[config.mk]
export PLATFORM = sky130hd
export DESIGN_NAME = vsc_param_regs
export DESIGN_NICKNAME = d
export VERILOG_FILES = /design/src/hdl/vsc_pkg.sv /design/src/hdl/vsc_param_regs.sv
export VERILOG_INCLUDE_DIRS = /design/src /design/src/hdl
export SDC_FILE = /design/constraint.sdc
export NUM_CORES = 1
export LEC_CHECK = 0
export ABC_AREA = 1
export BUFFER_PORTS_ARGS = -buffer_cell sky130_fd_sc_hd__buf_2
export CAP_MARGIN = 25
export CORE_ASPECT_RATIO = 1.5
export CORE_MARGIN = 2
export CORE_UTILIZATION = 60
export DETAILED_ROUTE_END_ITERATION = 7
export PLACE_DENSITY_LB_ADDON = 0.12
export SYNTH_ARGS = -nofsm -noshare
export SYNTH_HDL_FRONTEND = slang
export SYNTH_SLANG_ARGS = --single-unit
[constraint.sdc]
create_clock -name mclk_in -period 4.3 [get_ports mclk_in]
set_clock_uncertainty 0.05 [all_clocks]
set_input_delay 0.43 -clock mclk_in [delete_from_list [all_inputs] [get_ports mclk_in]]
set_output_delay 0.43 -clock mclk_in [all_outputs]
set_load 0.1 [all_outputs]
[src/hdl/vsc_params.svh]
// register offsets, field positions, write masks and reset value of the scaler
`ifndef VSC_PARAMS_SVH
`define VSC_PARAMS_SVH

// register byte offsets
`define VSC_OFF_SCALE   16'h808c
`define VSC_OFF_PITCH   16'h8090
`define VSC_OFF_CROP    16'h8094
`define VSC_OFF_SRC     16'h8098
`define VSC_OFF_DST     16'h809c

// writable bits of each register, reserved bits stay zero
`define VSC_MSK_SCALE   32'he7ff_c7ff
`define VSC_MSK_PITCH   32'h1fff_1fff
`define VSC_MSK_CROP    32'h0fff_0fff
`define VSC_MSK_SRC     32'h00ff_ffff
`define VSC_MSK_DST     32'h00ff_ffff
`define VSC_REG_RST     32'h0000_0000

// field positions
`define VSC_K2          10:0
`define VSC_FILTER_ENABLE        15:14
`define VSC_K1          26:16
`define VSC_SENSE       29
`define VSC_HOST        30
`define VSC_SHRINK      31
`define VSC_DSTEP       12:0
`define VSC_SSTEP       28:16
`define VSC_LEN         11:0
`define VSC_CSTART      27:16
`define VSC_BASE        23:0
`define VSC_BUSY        31

// filter characteristic codes
`define VSC_FILTER_ENABLE_BILIN  2'b00
`define VSC_FILTER_ENABLE_02420  2'b01
`define VSC_FILTER_ENABLE_12221  2'b10

`endif

[src/hdl/vsc_pkg.sv]
// types shared by the scaler register block and its bench
package vsc_pkg;

    // engine states, one-hot
    typedef enum logic [3:0] {
        VSC_IDLE  = 4'b0001,
        VSC_FETCH = 4'b0010,
        VSC_STEP  = 4'b0100,
        VSC_WRITE = 4'b1000
    } vsc_state_t;

    // display memory request, held until acknowledged
    typedef struct packed {
        logic        rd;
        logic        wr;
        logic [23:0] addr;
        logic [7:0]  wdata;
    } vsc_mem_req_t;

    // host pixel byte stream
    typedef struct packed {
        logic       valid;
        logic [7:0] data;
    } vsc_host_pix_t;

endpackage : vsc_pkg

[src/hdl/vsc_param_regs.sv]
// scaler parameter registers with the pixel engine they steer
//
// Strobed register access was decided locally.
`timescale 1ns/10ps
`default_nettype none
`include "vsc_params.svh"
// limitation: steps, crop and constants are read live, so software
// leaves them alone while busy; the bases and the accumulator start are sampled at start

module vsc_param_regs
    import vsc_pkg::*;
(
    // clock and reset
    input  wire logic          mclk_in,
    input  wire logic          sys_rst_in,
    // register port
    input  wire logic [15:0]   reg_addr_in,
    input  wire logic [31:0]   reg_wdata_in,
    input  wire logic          reg_wr_in,
    input  wire logic          reg_rd_in,
    output logic [31:0]        reg_rdata_out,
    // engine control from the surrounding engine
    input  wire logic          start_in,
    input  wire logic          filter_enable_in,
    input  wire logic          key_mask_enable_in,
    input  wire logic [11:0]   dda_init_in,
    input  wire logic          key_mask_in,
    // host pixel stream
    input  wire vsc_host_pix_t host_pix_in,
    output logic               host_ready_out,
    // display memory
    output vsc_mem_req_t       mem_req_out,
    input  wire logic          mem_ack_in,
    input  wire logic [7:0]    mem_rdata_in,
    // status
    output logic               busy_out
);

    // registers
    logic [31:0]  scale_q;
    logic [31:0]  pitch_q;
    logic [31:0]  crop_q;
    logic [31:0]  src_q;
    logic [31:0]  dst_q;
    logic [31:0]  rdata_q;
    // engine state
    vsc_state_t   state_q;
    vsc_state_t   state_d;
    logic         busy_q;
    logic [11:0]  acc_q;
    logic [23:0]  rd_addr_q;
    logic [23:0]  wr_addr_q;
    logic [1:0]   drop_q;
    logic [11:0]  out_cnt_q;
    logic         adv_q;
    logic         host_ready_q;
    vsc_mem_req_t mem_q;
    logic [7:0]   win_q [0:4];

    // address decode
    wire hit_scale = reg_addr_in == `VSC_OFF_SCALE;
    wire hit_pitch = reg_addr_in == `VSC_OFF_PITCH;
    wire hit_crop  = reg_addr_in == `VSC_OFF_CROP;
    wire hit_src   = reg_addr_in == `VSC_OFF_SRC;
    wire hit_dst   = reg_addr_in == `VSC_OFF_DST;

    // read select; unmapped offsets read zero
    wire [31:0] rd_mux = hit_scale ? scale_q :
                         hit_pitch ? pitch_q :
                         hit_crop  ? crop_q  :
                         hit_src   ? src_q   :
                         hit_dst   ? {busy_q, dst_q[30:0]} :
                         32'h0000_0000;

    // scaling constants and mode bits
    wire [10:0] k2         = scale_q[`VSC_K2];
    wire [1:0]  filter_enable_sel   = scale_q[`VSC_FILTER_ENABLE];
    wire [10:0] k1         = scale_q[`VSC_K1];
    wire        key_sense  = scale_q[`VSC_SENSE];
    wire        host_sel   = scale_q[`VSC_HOST];
    wire        shrink     = scale_q[`VSC_SHRINK];

    // memory steps
    wire [12:0] dstep      = pitch_q[`VSC_DSTEP];
    wire [12:0] sstep      = pitch_q[`VSC_SSTEP];

    // crop window and base addresses
    wire [11:0] crop_len   = crop_q[`VSC_LEN];
    wire [11:0] crop_start = crop_q[`VSC_CSTART];
    wire [23:0] src_base   = src_q[`VSC_BASE];
    wire [23:0] dst_base   = dst_q[`VSC_BASE];

    // state qualifiers
    wire in_idle  = state_q == VSC_IDLE;
    wire in_fetch = state_q == VSC_FETCH;
    wire in_step  = state_q == VSC_STEP;
    wire in_write = state_q == VSC_WRITE;
    // a start only counts from idle, so a start while busy is dropped
    wire start_go = in_idle && start_in;

    // pixel intake; memory when the host bit is clear, host otherwise
    // dropped host bytes are taken off the stream but never reach the window
    wire host_take = in_fetch && host_sel && host_pix_in.valid && host_ready_q;
    wire host_got  = host_take && (drop_q == 2'd0);
    wire mem_got   = in_fetch && !host_sel && mem_q.rd && mem_ack_in;
    wire got_pix   = host_got || mem_got;
    wire [7:0] new_pix = host_sel ? host_pix_in.data : mem_rdata_in;

    // ratio accumulator: overflow marks a consumed or an emitted pixel
    // twelve bits signed, so widths beyond the 11-bit constants would wrap
    wire [11:0] acc_sum = acc_q + {1'b0, k1};
    wire        ovf     = ~acc_sum[11];
    wire [11:0] acc_nxt = ovf ? acc_q + {k2[10], k2} : acc_sum;
    wire        emit    = !shrink || ovf;
    wire        adv     = shrink || ovf;
    wire        done    = out_cnt_q == crop_len;

    // write gating by crop start and key mask
    // a suppressed or keyed-out pixel still counts against the crop length
    wire suppress   = out_cnt_q < crop_start;
    wire show_video = key_mask_in ^ key_sense;
    wire key_block  = key_mask_enable_in && !show_video;
    wire skip_wr    = suppress || key_block;
    wire wr_ack     = in_write && mem_q.wr && mem_ack_in;
    wire wr_done    = in_write && (!mem_q.wr || mem_ack_in);

    // filter taps; window 0 is the newest pixel
    // divides round down; the lost fraction stays below one code step
    wire [10:0] f_bil   = {3'h0, win_q[0]} + {3'h0, win_q[1]};
    wire [10:0] f_02420 = {3'h0, win_q[1]} + {2'h0, win_q[2], 1'b0} + {3'h0, win_q[3]};
    wire [10:0] f_12221 = {3'h0, win_q[0]} + {2'h0, win_q[1], 1'b0} + {2'h0, win_q[2], 1'b0}
                        + {2'h0, win_q[3], 1'b0} + {3'h0, win_q[4]};
    // reserved code passes the newest pixel rather than guess a kernel
    wire [7:0] filter_enable_pix = (filter_enable_sel == `VSC_FILTER_ENABLE_BILIN) ? f_bil[8:1]   :
                          (filter_enable_sel == `VSC_FILTER_ENABLE_02420) ? f_02420[9:2] :
                          (filter_enable_sel == `VSC_FILTER_ENABLE_12221) ? f_12221[10:3] :
                          win_q[0];
    wire [7:0] pix_out  = filter_enable_in ? filter_enable_pix : win_q[0];

    // read address: base at start, source step after each read
    wire [23:0] rd_addr_d = start_go ? src_base :
                            mem_got  ? rd_addr_q + {11'h0, sstep} :
                            rd_addr_q;

    // write address: base at start, destination step after each acknowledged write
    wire [23:0] wr_addr_d = start_go ? dst_base :
                            wr_ack   ? wr_addr_q + {11'h0, dstep} :
                            wr_addr_q;

    // host bytes still to drop at the head of the line
    wire [1:0]  drop_d    = start_go ? (host_sel ? src_base[1:0] : 2'd0) :
                            (host_take && drop_q != 2'd0) ? drop_q - 2'd1 : drop_q;

    // output count, accumulator and busy flag
    wire [11:0] cnt_d     = start_go ? 12'h000 : wr_done ? out_cnt_q + 12'h001 : out_cnt_q;
    wire        last_out  = wr_done && (cnt_d == crop_len);
    wire [11:0] acc_d     = start_go ? dda_init_in : (in_step && !done) ? acc_nxt : acc_q;
    wire        busy_d    = start_go ? 1'b1 : (in_step && done) ? 1'b0 : busy_q;

    // memory request and host ready for the coming cycle
    wire        ready_d   = (state_d == VSC_FETCH) && host_sel;
    wire        rd_d      = (state_d == VSC_FETCH) && !host_sel;
    wire        wr_d      = (in_step && !done && emit && !skip_wr) ||
                            (in_write && mem_q.wr && !mem_ack_in);
    wire [23:0] maddr_d   = rd_d ? rd_addr_d : wr_addr_d;
    wire [7:0]  wdata_d   = in_step ? pix_out : mem_q.wdata;

    // register writes, masked so reserved bits stay zero
    // bit 31 of the destination word is never stored; busy comes from the engine
    always_ff @(posedge mclk_in) begin
        if (sys_rst_in) begin
            scale_q <= `VSC_REG_RST;
            pitch_q <= `VSC_REG_RST;
            crop_q  <= `VSC_REG_RST;
            src_q   <= `VSC_REG_RST;
            dst_q   <= `VSC_REG_RST;
        end else if (reg_wr_in) begin
            if (hit_scale) scale_q <= reg_wdata_in & `VSC_MSK_SCALE;
            if (hit_pitch) pitch_q <= reg_wdata_in & `VSC_MSK_PITCH;
            if (hit_crop)  crop_q  <= reg_wdata_in & `VSC_MSK_CROP;
            if (hit_src)   src_q   <= reg_wdata_in & `VSC_MSK_SRC;
            if (hit_dst)   dst_q   <= reg_wdata_in & `VSC_MSK_DST;
        end
    end

    // read data stands only in the cycle after the strobe
    // zero outside that cycle, so a shared read bus sees no stale word
    always_ff @(posedge mclk_in) begin
        if (sys_rst_in) begin
            rdata_q <= 32'h0000_0000;
        end else begin
            rdata_q <= reg_rd_in ? rd_mux : 32'h0000_0000;
        end
    end

    // engine sequencing
    always_comb begin
        state_d = state_q;
        case (state_q)
            VSC_IDLE: begin
                // a zero length still passes one step, which clears busy
                if (start_in) begin
                    state_d = (crop_len == 12'h000) ? VSC_STEP : VSC_FETCH;
                end
            end
            VSC_FETCH: begin
                if (got_pix) begin
                    state_d = VSC_STEP;
                end
            end
            VSC_STEP: begin
                if (done) begin
                    state_d = VSC_IDLE;
                end else begin
                    state_d = emit ? VSC_WRITE : VSC_FETCH;
                end
            end
            VSC_WRITE: begin
                // after the last output go straight to the closing step, no extra source fetch
                if (wr_done) begin
                    state_d = (adv_q && !last_out) ? VSC_FETCH : VSC_STEP;
                end
            end
            default: begin
                state_d = VSC_IDLE;
            end
        endcase
    end

    // engine state and counters
    // adv_q remembers whether the last step used up its source pixel
    always_ff @(posedge mclk_in) begin
        if (sys_rst_in) begin
            state_q   <= VSC_IDLE;
            busy_q    <= 1'b0;
            acc_q     <= 12'h000;
            out_cnt_q <= 12'h000;
            drop_q    <= 2'd0;
            adv_q     <= 1'b0;
        end else begin
            state_q   <= state_d;
            busy_q    <= busy_d;
            acc_q     <= acc_d;
            out_cnt_q <= cnt_d;
            drop_q    <= drop_d;
            adv_q     <= in_step ? adv : adv_q;
        end
    end

    // addresses and memory request, held until acknowledged
    // request fields move only when the engine moves on, never while waiting
    always_ff @(posedge mclk_in) begin
        if (sys_rst_in) begin
            rd_addr_q    <= 24'h00_0000;
            wr_addr_q    <= 24'h00_0000;
            host_ready_q <= 1'b0;
            mem_q        <= '0;
        end else begin
            rd_addr_q    <= rd_addr_d;
            wr_addr_q    <= wr_addr_d;
            host_ready_q <= ready_d;
            mem_q        <= '{rd: rd_d, wr: wr_d, addr: maddr_d, wdata: wdata_d};
        end
    end

    // pixel window for the filter taps, cleared per operation
    // the clear keeps pixels of the previous operation out of the first outputs
    always_ff @(posedge mclk_in) begin
        if (sys_rst_in || start_go) begin
            for (int i = 0; i < 5; i++) win_q[i] <= 8'h00;
        end else if (got_pix) begin
            win_q[0] <= new_pix;
            for (int i = 1; i < 5; i++) win_q[i] <= win_q[i-1];
        end
    end

    // outputs straight from flops
    assign reg_rdata_out  = rdata_q;
    assign host_ready_out = host_ready_q;
    assign mem_req_out    = mem_q;
    assign busy_out       = busy_q;

endmodule : vsc_param_regs
`default_nettype wire

# == Word level (Yosys, flattened, before mapping) ==
# Memory sizes are Yosys's and may differ from the RTL's.
# Cells that the tools add are included.
# classes
n_reduce_logical,52
eq_ne,14
div,0
bitwise,8
mux,43
order_cmp,1
shifts,0
addsub,13
mul,0
# op_table
op,n
$mux 32,5
$mux 24,5
$eq 16x16->1 const B,5
$mux 8,10
$mux 12,5
$add 24x13->24,2
$eq 12x12->1,2
$logic_and 1x1->1,22
$add 8x9->10,2
$mux 4,5
$pmux 4 s4,1
$add 12x1->12 const B,1
$add 12x11->12,1
$add 12x12->12,1
$logic_not 12->1,1
$lt 12x12->1,1
$add 10x9->11,1
$add 11x8->11,1
$add 11x9->11,1
$add 10x8->10,1
$reduce_and 2->1,5
$add 8x8->9,1
$eq 4x2->1 const B,2
$logic_not 1->1,8
other kinds (18),42
# totals
mem_bits_ro,0
inputBits,86
n_memories,1
mem_bits_rw,40
reg_bits,272
latch_bits,0
output_inout_bits,68
# memory_table
memory,words,width,rd,rd_ports_with_merged_regs,write_ports,line,text
win_q,5,8,5,0,5,vsc_param_regs.sv:58,logic [7:0] win_q [0:4];

# == Depth between registers and ports, before layout ==
# Gate-level depths: netlist of the first run.
# logic_depth
depth_word,15
mapped_depth,21

# == Worst setup path before layout of the first run ==
# No wires, ideal clock.
# synth_timing
kind,flip-flop to flip-flop
from,"mem win_q[1][2], in the netlist win_q[0][10]"
to,"reg mem_q, in the netlist mem_req_out[7]"
t_required_ns,4.180
n_path_buf,0
slack_ns,0.625
setup_time_ns,0.070
synth_period_minus_slack_ns,3.675
stages_incl_launch_ff,22
t_arrival_ns,3.555
cell_sequence,edfxtp_1 inv_1 fa_1 inv_1 fa_1 inv_1 fa_1 inv_1 fa_1 nand3_1 nand2_1 nand2_1 nand2_1 a21oi_1 nor2_1 o21ai_0 nand2_1 nand2_1 nand3_1 nand2_1 nand2_1 a21oi_1
# synth_lines
item,line,text
from (decl),vsc_param_regs.sv:58,
to (signal assigned),vsc_param_regs.sv:262,"mem_q <= '{rd: rd_d, wr: wr_d, addr: maddr_d, wdata: wdata_d};"
to (decl),vsc_param_regs.sv:57,vsc_mem_req_t mem_q;

==> results of run 1 <==
## worst max-delay path, stage by stage, from the launching register on
cell      delay, ns
edfxtp_1       0.42
inv_1          0.10
fa_1           0.51
inv_1          0.05
fa_1           0.50
inv_1          0.05
fa_1           0.49
inv_1          0.07
fa_1           0.46
nand3_1        0.11
nand2_1        0.08
nand2_1        0.09
nand2_1        0.05
a21oi_1        0.18
nor2_1         0.09
o21ai_0        0.21
nand2_1        0.09
nand2_1        0.06
nand3_1        0.06
nand2_1        0.08
nand2_1        0.05
a21oi_1        0.11
## synthesized netlist by cell type, types with 11 or more instances
| master | count | area [um2] |
|---|---|---|
| o221ai_1 | 19 | 166 |
| nor3_1 | 13 | 65.1 |
| inv_2 | 11 | 41.3 |
| nand4_1 | 36 | 225 |
| a21oi_1 | 186 | 931 |
| o21ai_0 | 189 | 946 |
| ha_1 | 85 | 1060 |
| o22ai_1 | 30 | 188 |
| nand3_1 | 98 | 490 |
| fa_1 | 35 | 701 |
| nor2_1 | 337 | 1260 |
| a211oi_1 | 52 | 390 |
| or2_2 | 12 | 75.1 |
| clkbuf_1 | 74 | 278 |
| edfxtp_1 | 40 | 1200 |
| inv_1 | 365 | 1370 |
| dfxtp_1 | 272 | 5450 |
| xnor2_1 | 29 | 254 |
| xor2_1 | 17 | 149 |
| o211ai_1 | 30 | 225 |
| nand2_1 | 404 | 1520 |
| buf_2 | 11 | 55.1 |
## state kept, by name, indices dropped and copies added, names as in the netlist, 2 cells and up
signal and cells:
reg_rdata_out 32, mem_req_out 34, acc_q 12, out_cnt_q 12, drop_q 2, pitch_q 26, src_q 24, wr_addr_q 24
win_q 40, state_q 4, crop_q 24, dst_q 24, rd_addr_q 24, scale_q 27
## power by group
part | total (mW) | internal [mW] | leakage (nW) | switching (mW)
clock network | 3.05 | 1.83 | 0.561 | 1.22
logic | 1.39 | 0.412 | 5.87 | 0.974
registers | 3.13 | 3.05 | 2.63 | 0.0779
## kinds of logic (layout without fill, tap and decap cells)
family,Yosys count,after routing,synth area share (%)
compound gates,564,564,18.6
flops,312,312,37.1
other cells,0,2,0
fa+ha+maj,120,120,9.84
simple gates,942,942,22.0
xor+xnor,46,46,2.25
buf+inv,473,604,10.3
## layer usage
metal,track usage [%],up-vias,routed length [um]
li1,-,8326,-
met4,22.7,0,3910
met5,0,-,0
met1,41.9,8004,21800
met3,3.89,169,3970
met2,64.8,738,28500
## metrics by stage
| stage | utilization (%) | cells |
|---|---|---|
| after floorplan | - | 2457 |
| after global placement | 64.2 | 2927 |
| after detailed placement | 64.3 | 2928 |
| after CTS | 68.1 | 2983 |
| after global routing | 68.1 | 2983 |
| final | 68.1 | 2985 |
## worst max-delay path by stage
stage                                     from                           to  slack [ns]  cells after the start
CTS                 win_q[0][10]$_SDFFCE_PN0P_  mem_req_out[7]$_SDFFE_PP0P_        0.31                     21
detailed placement  win_q[0][10]$_SDFFCE_PN0P_  mem_req_out[7]$_SDFFE_PP0P_        0.33                     21
global route        win_q[0][10]$_SDFFCE_PN0P_  mem_req_out[7]$_SDFFE_PP0P_        0.07                     21
global placement    win_q[0][10]$_SDFFCE_PN0P_  mem_req_out[7]$_SDFFE_PP0P_        0.40                     20
finish              win_q[0][10]$_SDFFCE_PN0P_  mem_req_out[7]$_SDFFE_PP0P_        0.25                     21
floorplan           win_q[0][10]$_SDFFCE_PN0P_  mem_req_out[7]$_SDFFE_PP0P_        0.62                     21
## cell usage in the layout (no fill, tap or decap), types with 19 or more instances in the layout
| cell | count |
|---|---|
| edfxtp_1 | 40 |
| buf_2 | 152 |
| a21oi_1 | 186 |
| buf_4 | 20 |
| nor2_1 | 336 |
| o22ai_1 | 30 |
| o221ai_1 | 19 |
| o211ai_1 | 30 |
| ha_1 | 85 |
| nand4_1 | 36 |
| o21ai_0 | 189 |
| inv_1 | 364 |
| xnor2_1 | 29 |
| clkbuf_16 | 32 |
| dfxtp_1 | 272 |
| nand3_1 | 98 |
| nand2_1 | 403 |
| a211oi_1 | 52 |
| fa_1 | 35 |
## cell type report
class | instances | area (um2)
multi-input combinational | 1672 | 9460
sequential | 312 | 6650
clock buffer | 38 | 853
clock inverter | 17 | 284
fill | 2610 | 9390
antenna | 2 | 5.00
inverter | 376 | 1410
tap | 395 | 494
timing repair buffer | 173 | 938
==> metrics, run 1 <==
status completed; RSZ-0062 raised after global routing false; IO Pins 154; Seq/Total Area, Yosys 37.1%; Arr. time, crit path 4.50 ns; DR WL/cell 19.5 um; GRT overflow 0; setup TNS 0 ns; die area 31300 um2; yosys warns 0; layout cells sized above 1 10.7%; DRC violations left 0; WL final 58200 um; startpoint class of the critical path register; via/cell ratio 5.77; Post-Syn Area 17900 um2; placer congestion estimate 0.962; Post-Syn Area per Cell 7.30 um2; Final Critical Period 4.05 ns; Root Driver clkbuf_16; # resized after CTS 0; FMAX 0.247 GHz; Die Y-Extent 216 um; CTS max path bufs 3; max-capacitance violation count 0; worst reg2reg setup slack 0.25 ns; number of buffers created by CTS 30; VDD IR max 0.325 mV; worst setup margin 0.250 ns; Cell Rows 77; CTS tree done; Synth Instances 2457; Min-Delay Endpoint pitch_q[27]$_SDFFE_PP0P_; ys async rst share 0%; critical path type register to register; Syn Nets 2663; DP Area 18900 um2; vias in the first global route 16700; EDFF count, synth 40; cell area after layout 20100 um2; core outline area 29500 um2; r2r startpoint win_q[0][10]$_SDFFCE_PN0P_; post-CTS setup repair buffer count 0; # nets final 2771; Worst-Skew Late Latency 0.58 ns; initial antenna violation count 2; Post-CTS Hold Buffers 0; hold_ws 0.0481 ns; period utilization 94.2%; min-delay worst type input port to register; drt initial violations 1237; antenna-violating nets left 0; Die W 145 um; Top FF cell, synth dfxtp_1; DPL Wire Length 43400 um; Pleak 9.06 nW; CP Capture Type register; P per Cell Area 377 nW/um2; Reg2Reg Capture Point mem_req_out[7]$_SDFFE_PP0P_; Pwr Total 7.57 mW; setup violators final 0; measured slew at the worst slew-check pin 0.947 ns; Rel. slew slack 36.6%; final hold violations 0; reg2reg path depth 21; critical path required time 4.75 ns; Netlist cell types 53; initial core utilization 60.8%; first-pass detailed-route iteration total 7; Area growth, synth to finish 12.0%; Tot GR Track Use 36.4%; clock sink count 312; Hold Path Cell Cnt 3; largest net degree at the start of global routing 80; Synth Register Bits 312; port bufs 153; Place WS 0.331 ns; CP Max Fanout 3; Worst Hold Launch reg_wdata_in[27]; Clk pin slew, worst setup/hold paths 0.07 ns; Slew Viols, Final 0; vias 17200; H-tree lvl count 1; first-pass GRT wire length 89400 um
Note: power is estimated with default switching activity, not from simulation.
==> run 2: changes to the inputs <==
Settings changed: ABC_AREA 1 to not set, TNS_END_PERCENT set to 20.
==> run 2 against run 1 <==
Against the previous run:
- via count is 7.3% lower
- first-iteration DRC count up 18%
- core utilization increased by 0.69 points
- largest cell class unchanged
- maximum frequency fell by 2.4%
- sequential power is 4% higher
==> metrics, run 2 <==
status completed; leading area contributor after synthesis dfxtp_1; cell area after layout 19600 um2; max-capacitance violation count 0; Post-Syn Area 17300 um2; antenna cells 0; GRT overflow 0; Root Driver clkbuf_16; Arr. time, crit path 4.54 ns; first-pass detailed-route iteration total 6; commonest non-fill, non-tap cell in the layout nand2_1; Max stage delay cell, worst path fa_1; Area growth, synth to finish 13.7%; number of buffers created by CTS 30; die area 30200 um2; Final Non-Filler Cells 2550; vias in the first global route 15500; dpl cells 2494; startpoint class of the critical path register; via/cell ratio 6.26; Clk pin slew, worst setup/hold paths 0.07 ns; IO Pins 154; placer congestion estimate 0.969; RSZ-0062 raised after global routing true; share of the synthesized area in the top cell type 31.5%; P_sw 2.67 mW; CP Max Fanout 2; Worst Hold Launch dda_init_in[5]; Worst-Skew Late Latency 0.58 ns; Rel. slew slack 25.9%; most common cell in the synthesized netlist nand2_1; switching share of power 33.2%; Pwr Total 8.04 mW; Largest delay share family, worst path adder cells; measured slew at the worst slew-check pin 1.11 ns; worst reg2reg setup slack 0.15 ns; period utilization 96.5%; Post-CTS Hold Buffers 0; Post-Syn Area per Cell 8.46 um2; critical path required time 4.68 ns; DPL Wire Length 41500 um; Top FF cell, synth dfxtp_1; initial antenna violation count 1; DP Area 18600 um2; Netlist cell types 76; Tot GR Track Use 36.4%; max reg flops 40; critical path type register to register; CTS tree done; largest net degree at the start of global routing 67; WL final 55600 um; Critical path buffers and inverters 4; Syn Nets 2246; setup violators final 0; vias 16000; first-pass GRT wire length 84800 um; # nets final 2382; min-delay worst type input port to register; Final Critical Period 4.15 ns; Synth Register Bits 312; Seq/Total Area, Yosys 38.5%; CP startpoint win_q[0][3]$_SDFFCE_PN0P_; initial core utilization 60.5%; P per Cell Area 409 nW/um2; commonest cells after routing, fill and taps aside nand2_1 (378), dfxtp_1 (272), a21oi_1 (194); r2r startpoint win_q[0][3]$_SDFFCE_PN0P_; Synth Instances 2040; most frequent cells after synthesis nand2_1 (379), dfxtp_1 (272), a21oi_1 (196), nor2_1 (149); Slew Viols, Final 0; final core utilization 68.8%; port bufs 153; Die Y-Extent 212 um; synth top area cells dfxtp_1 (32%), nand2_1 (8.2%), edfxtp_1 (7.0%), ha_1 (6.2%), a21oi_1 (5.7%); drt initial violations 1458; layout cells sized above 1 14.9%; CP Capture Type register; ys async rst share 0%; setup TNS 0 ns; DRC violations left 0; FMAX 0.241 GHz; H-tree lvl count 1; Cell Rows 76; max incr delay on CP 0.53 ns; final hold violations 0; Pleak 7.90 nW; Gate power share 26.8%; Cell Int Power 5.37 mW; DR WL/cell 21.8 um; power share of the clock group 32.7%; core outline area 28500 um2; Die W 143 um; Flop pwr share 40.5%; EDFF count, synth 40; yosys warns 0; clock sink count 312; CTS max path bufs 3; antenna-violating nets left 0; VDD IR max 0.452 mV; CP cell instances inv_1, fa_1, inv_1, fa_1, inv_1, fa_1, inv_1, fa_1, a21o_1, a21oi_2, o21bai_2, a2111oi_4, nor3_2, xnor2_1, nand3b_1, a21boi_2, o41ai_2; most flop-heavy register win_q
run 2: cell count changes after synthesis, sizes merged, moves of 29 or more:
cell | before | now
nand4 | 37 | 7
inv | 376 | 105
nand3 | 99 | 29
nand2 | 408 | 379
o21ai | 193 | 97
nor2 | 345 | 149
clkbuf | 74 | 105
mux2 | 0 | 35
run 2: worst paths after layout:
check                                                   end  cells past startpoint
worst max-delay path            mem_req_out[7]$_SDFFE_PP0P_                     17
worst min-delay path                  acc_q[5]$_SDFFE_PP0P_                      3
worst max register to register  mem_req_out[7]$_SDFFE_PP0P_                     17
worst min register to register      crop_q[21]$_SDFFE_PP0P_                      2
run 2: cell type report:
| class | count | area, um2 |
|---|---|---|
| repair buffers | 216 | 1330 |
| multi-input cells | 1510 | 9870 |
| clock inverters | 8 | 46.3 |
| fillers | 2415 | 8890 |
| clock buffers | 47 | 917 |
| flip-flops and latches | 312 | 6650 |
| well taps | 351 | 439 |
| inverters | 106 | 398 |
run 2: power by group through the flow:
stage          registers [mW]  clock network (mW)  logic (mW)
4_1_cts                  3.25                2.65        2.08
5_1_grt                  3.27                2.77        2.32
3_5_place_dp             3.31                   0        2.04
2_1_floorplan            3.64                   0        1.16
3_3_place_gp             3.31                   0        1.99
6_report                 3.25                2.63        2.15
run 2: cell families (layout without fill, tap and decap cells):
family                     after synthesis  count (layout)  share of synthesized area [%]
and+or+nand+nor                        741             741                           19.1
AOI/OAI and AO/OA                      498             498                           18.3
muxes                                   62              62                           4.41
xor gates and xnor gates                89              89                           4.59
DFF                                    312             312                           38.5
adders and majority gates              120             120                           10.2
buffers and inverters                  218             377                           4.88
run 2: worst register-to-register path: cells and delay by family, from the launching register on:
| kind | cells | cell delay, ns |
|---|---|---|
| fa+ha+maj | 4 | 1.95 |
| buf+inv | 4 | 0.23 |
| flops | 1 | 0.34 |
| compound gates | 6 | 1.08 |
| simple gates | 2 | 0.20 |
| xor+xnor | 1 | 0.14 |
run 2: metal layers:
layer  part of all wire, %  track usage, %
met1                    36            42.4
met4                   6.8            21.9
met2                    49            63.5
met3                   7.7            4.66
met5                 0.014               0
run 2: what timing repair did:
action                                  in CTS  in global routing
gates resized for setup                      3                  9
endpoints found under the setup margin       1                  4
pin swaps                                    0                  4
buffers inserted                             0                  0
run 2: through the flow:
| step | hold slack (ns) | setup slack [ns] |
|---|---|---|
| floorplan | 0.386 | 0.125 |
| global placement | 0.393 | -0.0557 |
| detailed placement | 0.399 | -0.0807 |
| CTS | 0.0179 | 0.0208 |
| global route | 0.0317 | -0.0534 |
| finish | 0.0276 | 0.149 |
